<file path="src/verilog/emu_break_pkg.sv">
// Package with the constants shared by both ends of the emulation break link.
`default_nettype none
package emu_break_pkg;
  // Register indexes on the register port of the device end.
  localparam logic [2:0]  REG_CONTROL   = 3'h0;  // Emulation control register.
  localparam logic [2:0]  REG_STATUS    = 3'h1;  // Emulation status register.
  localparam logic [2:0]  REG_CMP_HIGH  = 3'h2;  // Compare address, upper half.
  localparam logic [2:0]  REG_CMP_LOW   = 3'h3;  // Compare address, lower half.
  localparam logic [2:0]  REG_MASK_HIGH = 3'h4;  // Compare mask, upper half.
  localparam logic [2:0]  REG_MASK_LOW  = 3'h5;  // Compare mask, lower half.
  // Control register bit positions.
  localparam int CTL_MATCH_ON    = 0;  // Comparison logic enable.
  localparam int CTL_BREAK_TYPE  = 1;  // 0 bus break, 1 program break.
  localparam int CTL_SINGLE      = 2;  // 1 single breakpoint, 0 multiple.
  localparam int CTL_FIXED_OFF   = 3;  // Disables the fixed vector words.
  localparam int CTL_BUS_IRQ_ON  = 4;  // Bus break raises the top level interrupt.
  localparam int CTL_WIDTH       = 5;  // Implemented control bits.
  // Status register bit positions.
  localparam int STS_EDGE        = 0;  // Request pin falling edge seen.
  localparam int STS_PROGRAM     = 1;  // Program breakpoint hit.
  localparam int STS_BUS         = 2;  // Bus breakpoint hit.
  localparam int STS_EMULATION   = 3;  // Emulation mode indication.
  localparam int STS_WIDTH       = 4;  // Implemented status bits.
  // Fixed vector addresses and the words returned for them.
  localparam logic [31:0] FIX_ADDR_0  = 32'h0000_0000;
  localparam logic [31:0] FIX_ADDR_2  = 32'h0000_0002;
  localparam logic [31:0] FIX_ADDR_4  = 32'h0000_0004;
  localparam logic [31:0] FIX_ADDR_6  = 32'h0000_0006;
  localparam logic [31:0] FIX_ADDR_28 = 32'h0000_0028;
  localparam logic [31:0] FIX_ADDR_2A = 32'h0000_002A;
  localparam logic [15:0] FIX_WORD_HI = 16'hFFFC;
  localparam logic [15:0] FIX_WORD_20 = 16'h0020;
  localparam logic [15:0] FIX_WORD_10 = 16'h0010;
  // Monitor ROM window.
  localparam logic [31:0] MON_ROM_FIRST = 32'hFFFC_0000;
  localparam logic [31:0] MON_ROM_LAST  = 32'hFFFC_FFFF;
  // Mask that leaves only the upper half to the internal comparator.
  localparam logic [31:0] UPPER_ONLY_MASK = 32'h0000_FFFF;
  // Request pulse driven by the emulator end.
  localparam int CLK_PERIOD_NS  = 100;
  localparam int REQ_PULSE_NS   = 300;
  localparam int REQ_GAP_NS     = 300;
  localparam int REQ_PULSE_CYC  = (REQ_PULSE_NS + CLK_PERIOD_NS - 1) / CLK_PERIOD_NS;
  localparam int REQ_GAP_CYC    = (REQ_GAP_NS + CLK_PERIOD_NS - 1) / CLK_PERIOD_NS;
  localparam logic [3:0] REQ_PULSE_LEN = 4'(REQ_PULSE_CYC);
  localparam logic [3:0] REQ_GAP_LEN   = 4'(REQ_GAP_CYC);
  // Emulator end request sequencer states.
  typedef enum logic [2:0]
  {
    REQ_IDLE  = 3'b001,
    REQ_PULSE = 3'b010,
    REQ_GAP   = 3'b100
  } req_state_t;
endpackage : emu_break_pkg
`default_nettype wire

</file>
<file path="src/verilog/emu_link_if.sv">
// Interface carrying the pins between the device end and the emulator end.
`default_nettype none
interface emu_link_if;
  logic        breakReqN;      // External break request pin, emulator drives it.
  logic        brkDevOut;      // Breakpoint line value from the device.
  logic        brkDevOeN;      // Device drives the breakpoint line while low.
  logic        brkEmuOut;      // Breakpoint line value from the emulator.
  logic        brkEmuOeN;      // Emulator drives the breakpoint line while low.
  logic        brkLevel;       // Resolved breakpoint line level.
  logic        monitorSelN;    // Monitor ROM select, active low.
  logic [15:0] linkAddrLow;    // Lower address bits for the external comparator.
  logic        linkAddrValid;  // Address bits above are valid.
  // The line is pulled high when nobody drives it.
  assign brkLevel = !brkDevOeN ? brkDevOut : (!brkEmuOeN ? brkEmuOut : 1'b1);
  modport device (input breakReqN, brkLevel, brkEmuOut, brkEmuOeN,
                  output brkDevOut, brkDevOeN, monitorSelN, linkAddrLow, linkAddrValid);
  modport emulator (input brkLevel, monitorSelN, linkAddrLow, linkAddrValid, brkDevOut,
                    brkDevOeN, output breakReqN, brkEmuOut, brkEmuOeN);
endinterface : emu_link_if
`default_nettype wire

</file>
<file path="src/verilog/emu_break_device.sv">
// Device end: emulation breakpoint compare, status flags and fixed vector words.
`default_nettype none
module emu_break_device
  import emu_break_pkg::*;
(
  input  wire logic        clk,            // Processor clock.
  input  wire logic        rstn,           // Synchronous reset, active low.
  input  wire logic        emuMode,        // Core runs in emulation mode.
  input  wire logic        regWe,          // Register write strobe.
  input  wire logic        regRe,          // Register read strobe.
  input  wire logic [2:0]  regSel,         // Register index.
  input  wire logic [15:0] regWdata,       // Register write data.
  output var  logic [15:0] regRdata,       // Register read data, valid after regRe.
  input  wire logic        busValid,       // A bus cycle is presented this clock.
  input  wire logic [31:0] busAddr,        // Bus cycle address.
  input  wire logic        busRead,        // Bus cycle is a read.
  input  wire logic        busProgram,     // Bus cycle is a program fetch.
  input  wire logic        vecFetch,       // Top level interrupt vector word fetch.
  input  wire logic        vecLower,       // Vector fetch of the lower word.
  output var  logic        fixedHit,       // Fixed word replaces external memory.
  output var  logic [15:0] fixedData,      // Fixed word value.
  output var  logic        topLevelInterrupt, // Level 7 interrupt request.
  output var  logic        breakEvent,     // Breakpoint raised, one clock pulse.
  emu_link_if.device       link            // Pins toward the emulator.
);
  logic [CTL_WIDTH-1:0] control;      // Control register bits.
  logic [31:0]          cmpAddr;      // Compare address.
  logic [31:0]          cmpMask;      // Compare mask, ones are don't care.
  logic                 busBreakFlag;      // Sticky bus break flag.
  logic                 programBreakFlag;  // Sticky program break flag.
  logic                 extBreakEdgeFlag;  // Sticky request pin edge flag.
  logic                 reqSync1;     // Request pin, first synchroniser stage.
  logic                 reqSync2;     // Request pin, second synchroniser stage.
  logic                 reqPrev;      // Request pin, previous synchronised level.
  logic                 reqFall;      // Falling edge of the request pin.
  logic                 upperHit;     // Last bus cycle matched the upper half.
  logic                 fullMatch;    // Current bus cycle fully matches.
  logic                 upperMatch;   // Current bus cycle matches the upper half.
  logic                 typeOk;       // Cycle kind fits the selected break type.
  logic                 next_break;   // A breakpoint is raised this clock.
  logic                 fixedActive;  // Fixed words are in force.
  logic [15:0]          next_fixed;   // Fixed word for the current read.
  logic                 next_fixedHit;  // Current read takes a fixed word.
  logic                 writeStatus;  // Status register write this clock.

  // Compare against the masked address; the full address and the upper half are checked separately so
  // that multiple breakpoint mode can leave the lower half to the emulator.
  assign fullMatch  = ((busAddr ^ cmpAddr) & ~cmpMask) == 32'h0000_0000;
  assign upperMatch = ((busAddr ^ cmpAddr) & ~(cmpMask | UPPER_ONLY_MASK)) == 32'h0000_0000;
  assign typeOk     = control[CTL_BREAK_TYPE] ? busProgram : 1'b1;
  assign reqFall    = reqPrev & ~reqSync2;
  assign writeStatus = regWe && (regSel == REG_STATUS);

  // Single mode breaks on a full internal match; multiple mode waits for the
  // emulator pulse after an upper half hit. Disabled compare never breaks.
  always_comb
  begin
    next_break = 1'b0;
    if (control[CTL_MATCH_ON])
    begin
      if (control[CTL_SINGLE])
      begin
        next_break = busValid && fullMatch && typeOk;
      end
      else
      begin
        next_break = reqFall && upperHit;
      end
    end
  end

  // Fixed words stand in only for reads in emulation mode with the disable
  // bit clear; writes always reach external memory.
  assign fixedActive = emuMode && !control[CTL_FIXED_OFF];
  always_comb
  begin
    next_fixed    = 16'h0000;
    next_fixedHit = 1'b0;
    if (fixedActive && busValid && busRead)
    begin
      next_fixedHit = 1'b1;
      if (vecFetch)
      begin
        next_fixed = vecLower ? FIX_WORD_10 : FIX_WORD_HI;
      end
      else
      begin
        case (busAddr)
          FIX_ADDR_0, FIX_ADDR_2, FIX_ADDR_4, FIX_ADDR_28: next_fixed = FIX_WORD_HI;
          FIX_ADDR_6:  next_fixed = FIX_WORD_20;
          FIX_ADDR_2A: next_fixed = FIX_WORD_10;
          default:     next_fixedHit = 1'b0;
        endcase
      end
    end
  end

  // Two stages bring the request pin into the clock domain before the edge
  // detector sees it; the idle level is high.
  always_ff @(posedge clk)
  begin
    if (!rstn)
    begin
      reqSync1 <= 1'b1;
      reqSync2 <= 1'b1;
      reqPrev  <= 1'b1;
    end
    else
    begin
      reqSync1 <= link.breakReqN;
      reqSync2 <= reqSync1;
      reqPrev  <= reqSync2;
    end
  end

  // Remember whether the last bus cycle hit the upper half, so a late pulse
  // from the external comparator can still pair with it.
  always_ff @(posedge clk)
  begin
    if (!rstn)
    begin
      upperHit <= 1'b0;
    end
    else if (busValid)
    begin
      upperHit <= upperMatch && typeOk;
    end
  end

  // Writable control and compare registers.
  always_ff @(posedge clk)
  begin
    if (!rstn)
    begin
      control <= '0;
      cmpAddr <= 32'h0000_0000;
      cmpMask <= 32'h0000_0000;
    end
    else if (regWe)
    begin
      case (regSel)
        REG_CONTROL:   control       <= regWdata[CTL_WIDTH-1:0];
        REG_CMP_HIGH:  cmpAddr[31:16] <= regWdata;
        REG_CMP_LOW:   cmpAddr[15:0]  <= regWdata;
        REG_MASK_HIGH: cmpMask[31:16] <= regWdata;
        REG_MASK_LOW:  cmpMask[15:0]  <= regWdata;
        default:       control       <= control;
      endcase
    end
  end

  // Sticky flags: a new event wins over a clear in the same clock, and zero
  // bits of a status write leave the flags alone.
  always_ff @(posedge clk)
  begin
    if (!rstn)
    begin
      busBreakFlag     <= 1'b0;
      programBreakFlag <= 1'b0;
      extBreakEdgeFlag <= 1'b0;
    end
    else
    begin
      if (next_break && !control[CTL_BREAK_TYPE])
      begin
        busBreakFlag <= 1'b1;
      end
      else if (writeStatus && regWdata[STS_BUS])
      begin
        busBreakFlag <= 1'b0;
      end
      if (next_break && control[CTL_BREAK_TYPE])
      begin
        programBreakFlag <= 1'b1;
      end
      else if (writeStatus && regWdata[STS_PROGRAM])
      begin
        programBreakFlag <= 1'b0;
      end
      if (reqFall)
      begin
        extBreakEdgeFlag <= 1'b1;
      end
      else if (writeStatus && regWdata[STS_EDGE])
      begin
        extBreakEdgeFlag <= 1'b0;
      end
    end
  end

  // Read data is registered; the status word shows mode and flags, the rest reads zero.
  always_ff @(posedge clk)
  begin
    if (!rstn)
    begin
      regRdata <= 16'h0000;
    end
    else if (regRe)
    begin
      case (regSel)
        REG_CONTROL:   regRdata <= {{(16-CTL_WIDTH){1'b0}}, control};
        REG_STATUS:    regRdata <= {{(16-STS_WIDTH){1'b0}}, emuMode, busBreakFlag,
                                    programBreakFlag, extBreakEdgeFlag};
        REG_CMP_HIGH:  regRdata <= cmpAddr[31:16];
        REG_CMP_LOW:   regRdata <= cmpAddr[15:0];
        REG_MASK_HIGH: regRdata <= cmpMask[31:16];
        REG_MASK_LOW:  regRdata <= cmpMask[15:0];
        default:       regRdata <= 16'h0000;
      endcase
    end
  end

  // Registered outputs toward the core and the link. The interrupt follows the sticky bus
  // break flag while its enable bit is set, so it stays up until software clears the flag or that bit.
  always_ff @(posedge clk)
  begin
    if (!rstn)
    begin
      fixedHit          <= 1'b0;
      fixedData         <= 16'h0000;
      topLevelInterrupt <= 1'b0;
      breakEvent        <= 1'b0;
      link.brkDevOut    <= 1'b1;
      link.brkDevOeN    <= 1'b1;
      link.monitorSelN  <= 1'b1;
      link.linkAddrLow  <= 16'h0000;
      link.linkAddrValid <= 1'b0;
    end
    else
    begin
      fixedHit          <= next_fixedHit;
      fixedData         <= next_fixed;
      topLevelInterrupt <= control[CTL_BUS_IRQ_ON] && busBreakFlag;
      breakEvent        <= next_break;
      link.brkDevOut    <= !next_break;
      link.brkDevOeN    <= !control[CTL_SINGLE];
      link.monitorSelN  <= !(emuMode && busValid && busAddr >= MON_ROM_FIRST
                             && busAddr <= MON_ROM_LAST);
      link.linkAddrLow  <= busAddr[15:0];
      link.linkAddrValid <= busValid;
    end
  end
endmodule : emu_break_device
`default_nettype wire

</file>
<file path="src/flat_wrapper.sv">
// flat-port wrapper written by rule: the top's interface ports become plain ports
module emu_break_device_flat import emu_break_pkg::*;
  (clk, rstn, emuMode, regWe, regRe, regSel, regWdata, regRdata, busValid, busAddr, busRead, busProgram, vecFetch, vecLower, fixedHit, fixedData, topLevelInterrupt, breakEvent, link_breakReqN, link_brkEmuOut, link_brkEmuOeN, link_brkDevOut, link_brkDevOeN, link_monitorSelN, link_linkAddrLow, link_linkAddrValid);
  emu_link_if link_i ();
  input  wire logic clk;
  input  wire logic rstn;
  input  wire logic emuMode;
  input  wire logic regWe;
  input  wire logic regRe;
  input  wire logic [2:0] regSel;
  input  wire logic [15:0] regWdata;
  output var  logic [15:0] regRdata;
  input  wire logic busValid;
  input  wire logic [31:0] busAddr;
  input  wire logic busRead;
  input  wire logic busProgram;
  input  wire logic vecFetch;
  input  wire logic vecLower;
  output var  logic fixedHit;
  output var  logic [15:0] fixedData;
  output var  logic topLevelInterrupt;
  output var  logic breakEvent;
  input wire logic [$bits(link_i.breakReqN)-1:0] link_breakReqN;
  input wire logic [$bits(link_i.brkEmuOut)-1:0] link_brkEmuOut;
  input wire logic [$bits(link_i.brkEmuOeN)-1:0] link_brkEmuOeN;
  output wire logic [$bits(link_i.brkDevOut)-1:0] link_brkDevOut;
  output wire logic [$bits(link_i.brkDevOeN)-1:0] link_brkDevOeN;
  output wire logic [$bits(link_i.monitorSelN)-1:0] link_monitorSelN;
  output wire logic [$bits(link_i.linkAddrLow)-1:0] link_linkAddrLow;
  output wire logic [$bits(link_i.linkAddrValid)-1:0] link_linkAddrValid;
  assign link_i.breakReqN = link_breakReqN;
  assign link_i.brkEmuOut = link_brkEmuOut;
  assign link_i.brkEmuOeN = link_brkEmuOeN;
  assign link_brkDevOut = link_i.brkDevOut;
  assign link_brkDevOeN = link_i.brkDevOeN;
  assign link_monitorSelN = link_i.monitorSelN;
  assign link_linkAddrLow = link_i.linkAddrLow;
  assign link_linkAddrValid = link_i.linkAddrValid;
  emu_break_device u_core (.clk(clk), .rstn(rstn), .emuMode(emuMode), .regWe(regWe), .regRe(regRe), .regSel(regSel), .regWdata(regWdata), .regRdata(regRdata), .busValid(busValid), .busAddr(busAddr), .busRead(busRead), .busProgram(busProgram), .vecFetch(vecFetch), .vecLower(vecLower), .fixedHit(fixedHit), .fixedData(fixedData), .topLevelInterrupt(topLevelInterrupt), .breakEvent(breakEvent), .link(link_i));
endmodule
</file>
<file path="config.mk">
export PLATFORM = sky130hd
export DESIGN_NAME = emu_break_device_flat
export DESIGN_NICKNAME = d
export VERILOG_FILES = /design/src/verilog/emu_break_pkg.sv /design/src/verilog/emu_link_if.sv /design/src/verilog/emu_break_device.sv /design/src/flat_wrapper.sv
export SDC_FILE = /design/constraint.sdc
export NUM_CORES = 1
export LEC_CHECK = 0
export ABC_AREA = 1
export BUFFER_PORTS_ARGS = -buffer_cell sky130_fd_sc_hd__buf_2
export CAP_MARGIN = 10
export CORE_MARGIN = 2
export CORE_UTILIZATION = 35
export CTS_CLUSTER_DIAMETER = 120
export DETAILED_ROUTE_END_ITERATION = 12
export HOLD_SLACK_MARGIN = 0.05
export PLACE_DENSITY = 0.57
export SYNTH_ARGS = -nofsm -noshare
export SYNTH_HDL_FRONTEND = slang
export SYNTH_SLANG_ARGS = --single-unit
</file>
<file path="constraint.sdc">
create_clock -name clk -period 1.2 [get_ports clk]
set_input_delay 0 -clock clk [delete_from_list [all_inputs] [get_ports clk]]
set_output_delay 0 -clock clk [all_outputs]
set_load 0.03 [all_outputs]
</file>
==> metrics.md <==
| Metric | Value |
|---|---|
| Total track usage | approximately 21% |
| List of most frequent post-synthesis cells | nand2_1, inv_1, dfxtp_1, a21oi_1, o21ai_0 |
| Ys async rst share | 0% |
| Post-synth top area cell | dfxtp_1 |
| Crit path max fanout | 3 |
| CP Capture Type | register |
| Hold WC Path Type | in -> reg |
| Drt wl/cell | approximately 14 microns |
| Effective utilization at floorplan | around 36% |
| CTS tree | done |
| Post-DRT Antenna Nets | 0 |
| Status | finished, violations left |
| PortBufs | 114 |
| Cell Area, Synth | 0.00521 sq mm |
| First-pass DRT Iterations | 4 |
| Power density cells | 1320 mW/mm^2 |
| Crit path time final | about 1.3 ns |
| Layout cells sized above 1 | ~28% |
| Drt drc | 0 |
| Final #Nets | 1051 |
| Yosys top cell area share | 45.3% |
| Worst Clk Skew | between 0.008 and 0.009 ns |
| Pin count of the biggest net entering global routing | 64 |
| Post-Synth XOR/XNOR Area | 0% |
| Die Y-Extent | 126 microns |
| DP Worst Slack | -0.299 ns |
| Primary FF master, synth | dfxtp_1 |
| Num CTS Buffers | 17 |
| Count leader, synth | nand2_1 |
| Avg Cell Area, Syn | 6.98 sq um |
| Main combinational cell family by area after synthesis | compound AO/OA/AOI/OAI gates |
| Critical Path RT | 1.48 ns |
| Reg clk slew, reported paths | 0.05 ns |
| Synth top area cells | dfxtp_1, nand2_1, a21oi_1, inv_1, o21ai_0 |
| Mapped Cells | 747 |
| Io pins | between 100 and 150 |
| H-tree depth | 4 |
| Power, Total | about 10 mW |
| Vias in the first global route | 5161 |
| Initial antenna violation count | 0 |
| Gr ovfl total | 0 |
| Clock latency on the worst-skew pair | between 0.4 and 0.5 ns |
| Critical-path cell with the highest stage delay | dfxtp_2 |
| Mux contribution to synthesized area | 0% |
| Area Growth Syn to Fin | 51.1% |
| WS Path Type | reg -> reg |
| Clk sinks | 118 |
| Number of max-cap violations | 0 |
| Simple-Gate Fraction of Synth Area | about a fifth |
| Total wire length | roughly 17000 microns |
| Delay-heaviest family, CP | simple AND/OR/NAND/NOR gates |
| First-pass GRT wire length | 26600 microns |
| Post-synth EDFFs | 0 |
| Period Utilization, post-route | 111% |
| CP Launch Type | register |
| DP Wirelength | 12200 microns |
| RSZ-0062 raised after global routing | yes |
| Placer Congestion | 0.893 |
| FF+latch count, synth | 118 |
| Slew Limit Fails | 0 |
| Synth Warn # | 0 |
| Buf/Inv on CP | 1 |
| Area share of fa/ha/maj cells after synthesis | 0% |
| Num rows | 44 |
| DR vias | 5620 |
| Die Width | 126 microns |
| LEAKAGE | approximately 3.7 nW |
| Core ar. | between 0.01 and 0.015 sq mm |
| Sequential area share after synthesis | 45.3% |
| Setup violators final | 5 |
| Synth unique cells | 25 |
| Critical path's largest stage delay | about 0.32 ns |
| Fillers | around 1400 |
| Max VDD drop | 1.01 mV |
| Clock buffer depth | 2 |
| Failing checks | setup timing |
| Vias per Instance | 4.75 |
| Synth Area in Compound Gates | 21.9% |
| Final Hold Fails | 0 |
| Clock tree root driver cell | clkbuf_16 |
| Fmax achieved | 754 MHz |
| Cell Chain, Critical Path | inv_2 > nand2_1 > nand3_1 > nand2_1 > nor2_1 > nand3_1 > nor2_4 > nand2_4 > nand2_4 > nand2_2 |
| Iter 0 DRT Violations | 291 |
| Final worst setup slack | -0.126 ns |
| ANT cells | 0 |
| Die area | 0.0159 sq mm |
| Worst path arrival time | 1.60 ns |
power breakdown:
part | internal, mW | switching, mW | leakage [nW]
clock | 3.19 | 1.77 | 0.289
combinational | 0.562 | 0.743 | 2.41
sequential | 4.06 | 0.0516 | 0.966
worst reg2reg max path, cell delays in order (launching register included):
cell and delay [ns]:
dfxtp_2 0.32, inv_2 0.04, nand2_1 0.04, nand3_1 0.07
nand2_1 0.06, nor2_1 0.11, nand3_1 0.12, nor2_4 0.20
nand2_4 0.08, nand2_4 0.08, nand2_2 0.06
placed cells by master (no fill, tap or decap), types with 9 or more instances in the layout:
cell | netlist | layout
nand2_1 | 143 | 139
inv_1 | 120 | 110
buf_2 | 7 | 109
dfxtp_1 | 118 | 109
buf_4 | 13 | 93
a21oi_1 | 90 | 89
o21ai_0 | 86 | 82
dlygate4sd3_1 | 0 | 52
nand3_1 | 40 | 36
nor2_1 | 38 | 34
o22ai_1 | 27 | 26
clkbuf_16 | 0 | 17
inv_2 | 2 | 11
o21ai_1 | 6 | 10
nand4_1 | 9 | 9
dfxtp_2 | 0 | 9
stage by stage:
| stage | setup TNS, ns | std cells | util [%] | instance area, sq um | hold WS, ns |
|---|---|---|---|---|---|
| global route | -0.934 | 1184 | 54.2 | 7880 | 0.0662 |
| finish | -0.514 | 1184 | 54.2 | 7880 | 0.0297 |
| detailed placement | -1.82 | 1098 | 45.3 | 6580 | 0.196 |
| global placement | -1.36 | 1098 | 45.3 | 6580 | 0.198 |
| CTS | -0.544 | 1189 | 53.6 | 7790 | 0.0585 |
| floorplan | 0 | 748 | - | 5220 | 0.0886 |
routing by layer:
layer / global-route usage, % / vias up / wire, microns
met4: 7.89 / 0 / 281
met2: 33.0 / 147 / 7430
met3: 4.33 / 24 / 803
met1: 30.0 / 2529 / 8270
li1: - / 2920 / -
met5: 0 / - / 0
final cells by class:
cell class	count	area [sq um]	area share [%]
flip-flops and latches	118	2370	30.1
repair buffers	265	1940	24.6
inverters	122	460	5.84
clock buffers	22	474	6.02
clock inverters	10	103	1.30
well taps	184	230	2.92
multi-input cells	463	2300	29.2
registers in the layout, summed over array words and instances, names as in the netlist, 3 cells and up:
register,cells
u_core.control,5
u_core.regRdata,16
u_core.link.linkAddrLow,16
u_core.cmpMask,32
u_core.cmpAddr,32
u_core.fixedData,3
path summary, 6_finish.rpt:
path | depth (start not counted) | to | from | slack [ns]
worst min register to register | 1 | u_core.reqSync2 | u_core.reqSync1 | 0.41
worst min-delay path | 3 | u_core.link.linkAddrLow[14] | busAddr[14] | 0.03
worst max register to register | 10 | u_core.link.brkDevOut | u_core.cmpAddr[30] | -0.13
worst max-delay path | 10 | u_core.link.brkDevOut | u_core.cmpAddr[30] | -0.13
kinds of logic (layout without fill, tap and decap cells):
kind of cell,count (synthesis),after routing
compound gates,217,217
buf+inv,167,419
flops,118,118
other cells,1,2
simple gates,244,244
repair_timing:
action / 4_1_cts / 5_1_grt
setup buffers: 4 / 1
pin swaps: 5 / 14
gates resized for setup: 23 / 38
hold endpoints to repair: 103 / 1
endpoints found under the setup margin: 5 / 27
hold buffers: 56 / 1
Note: power is estimated with default switching activity, not from simulation.
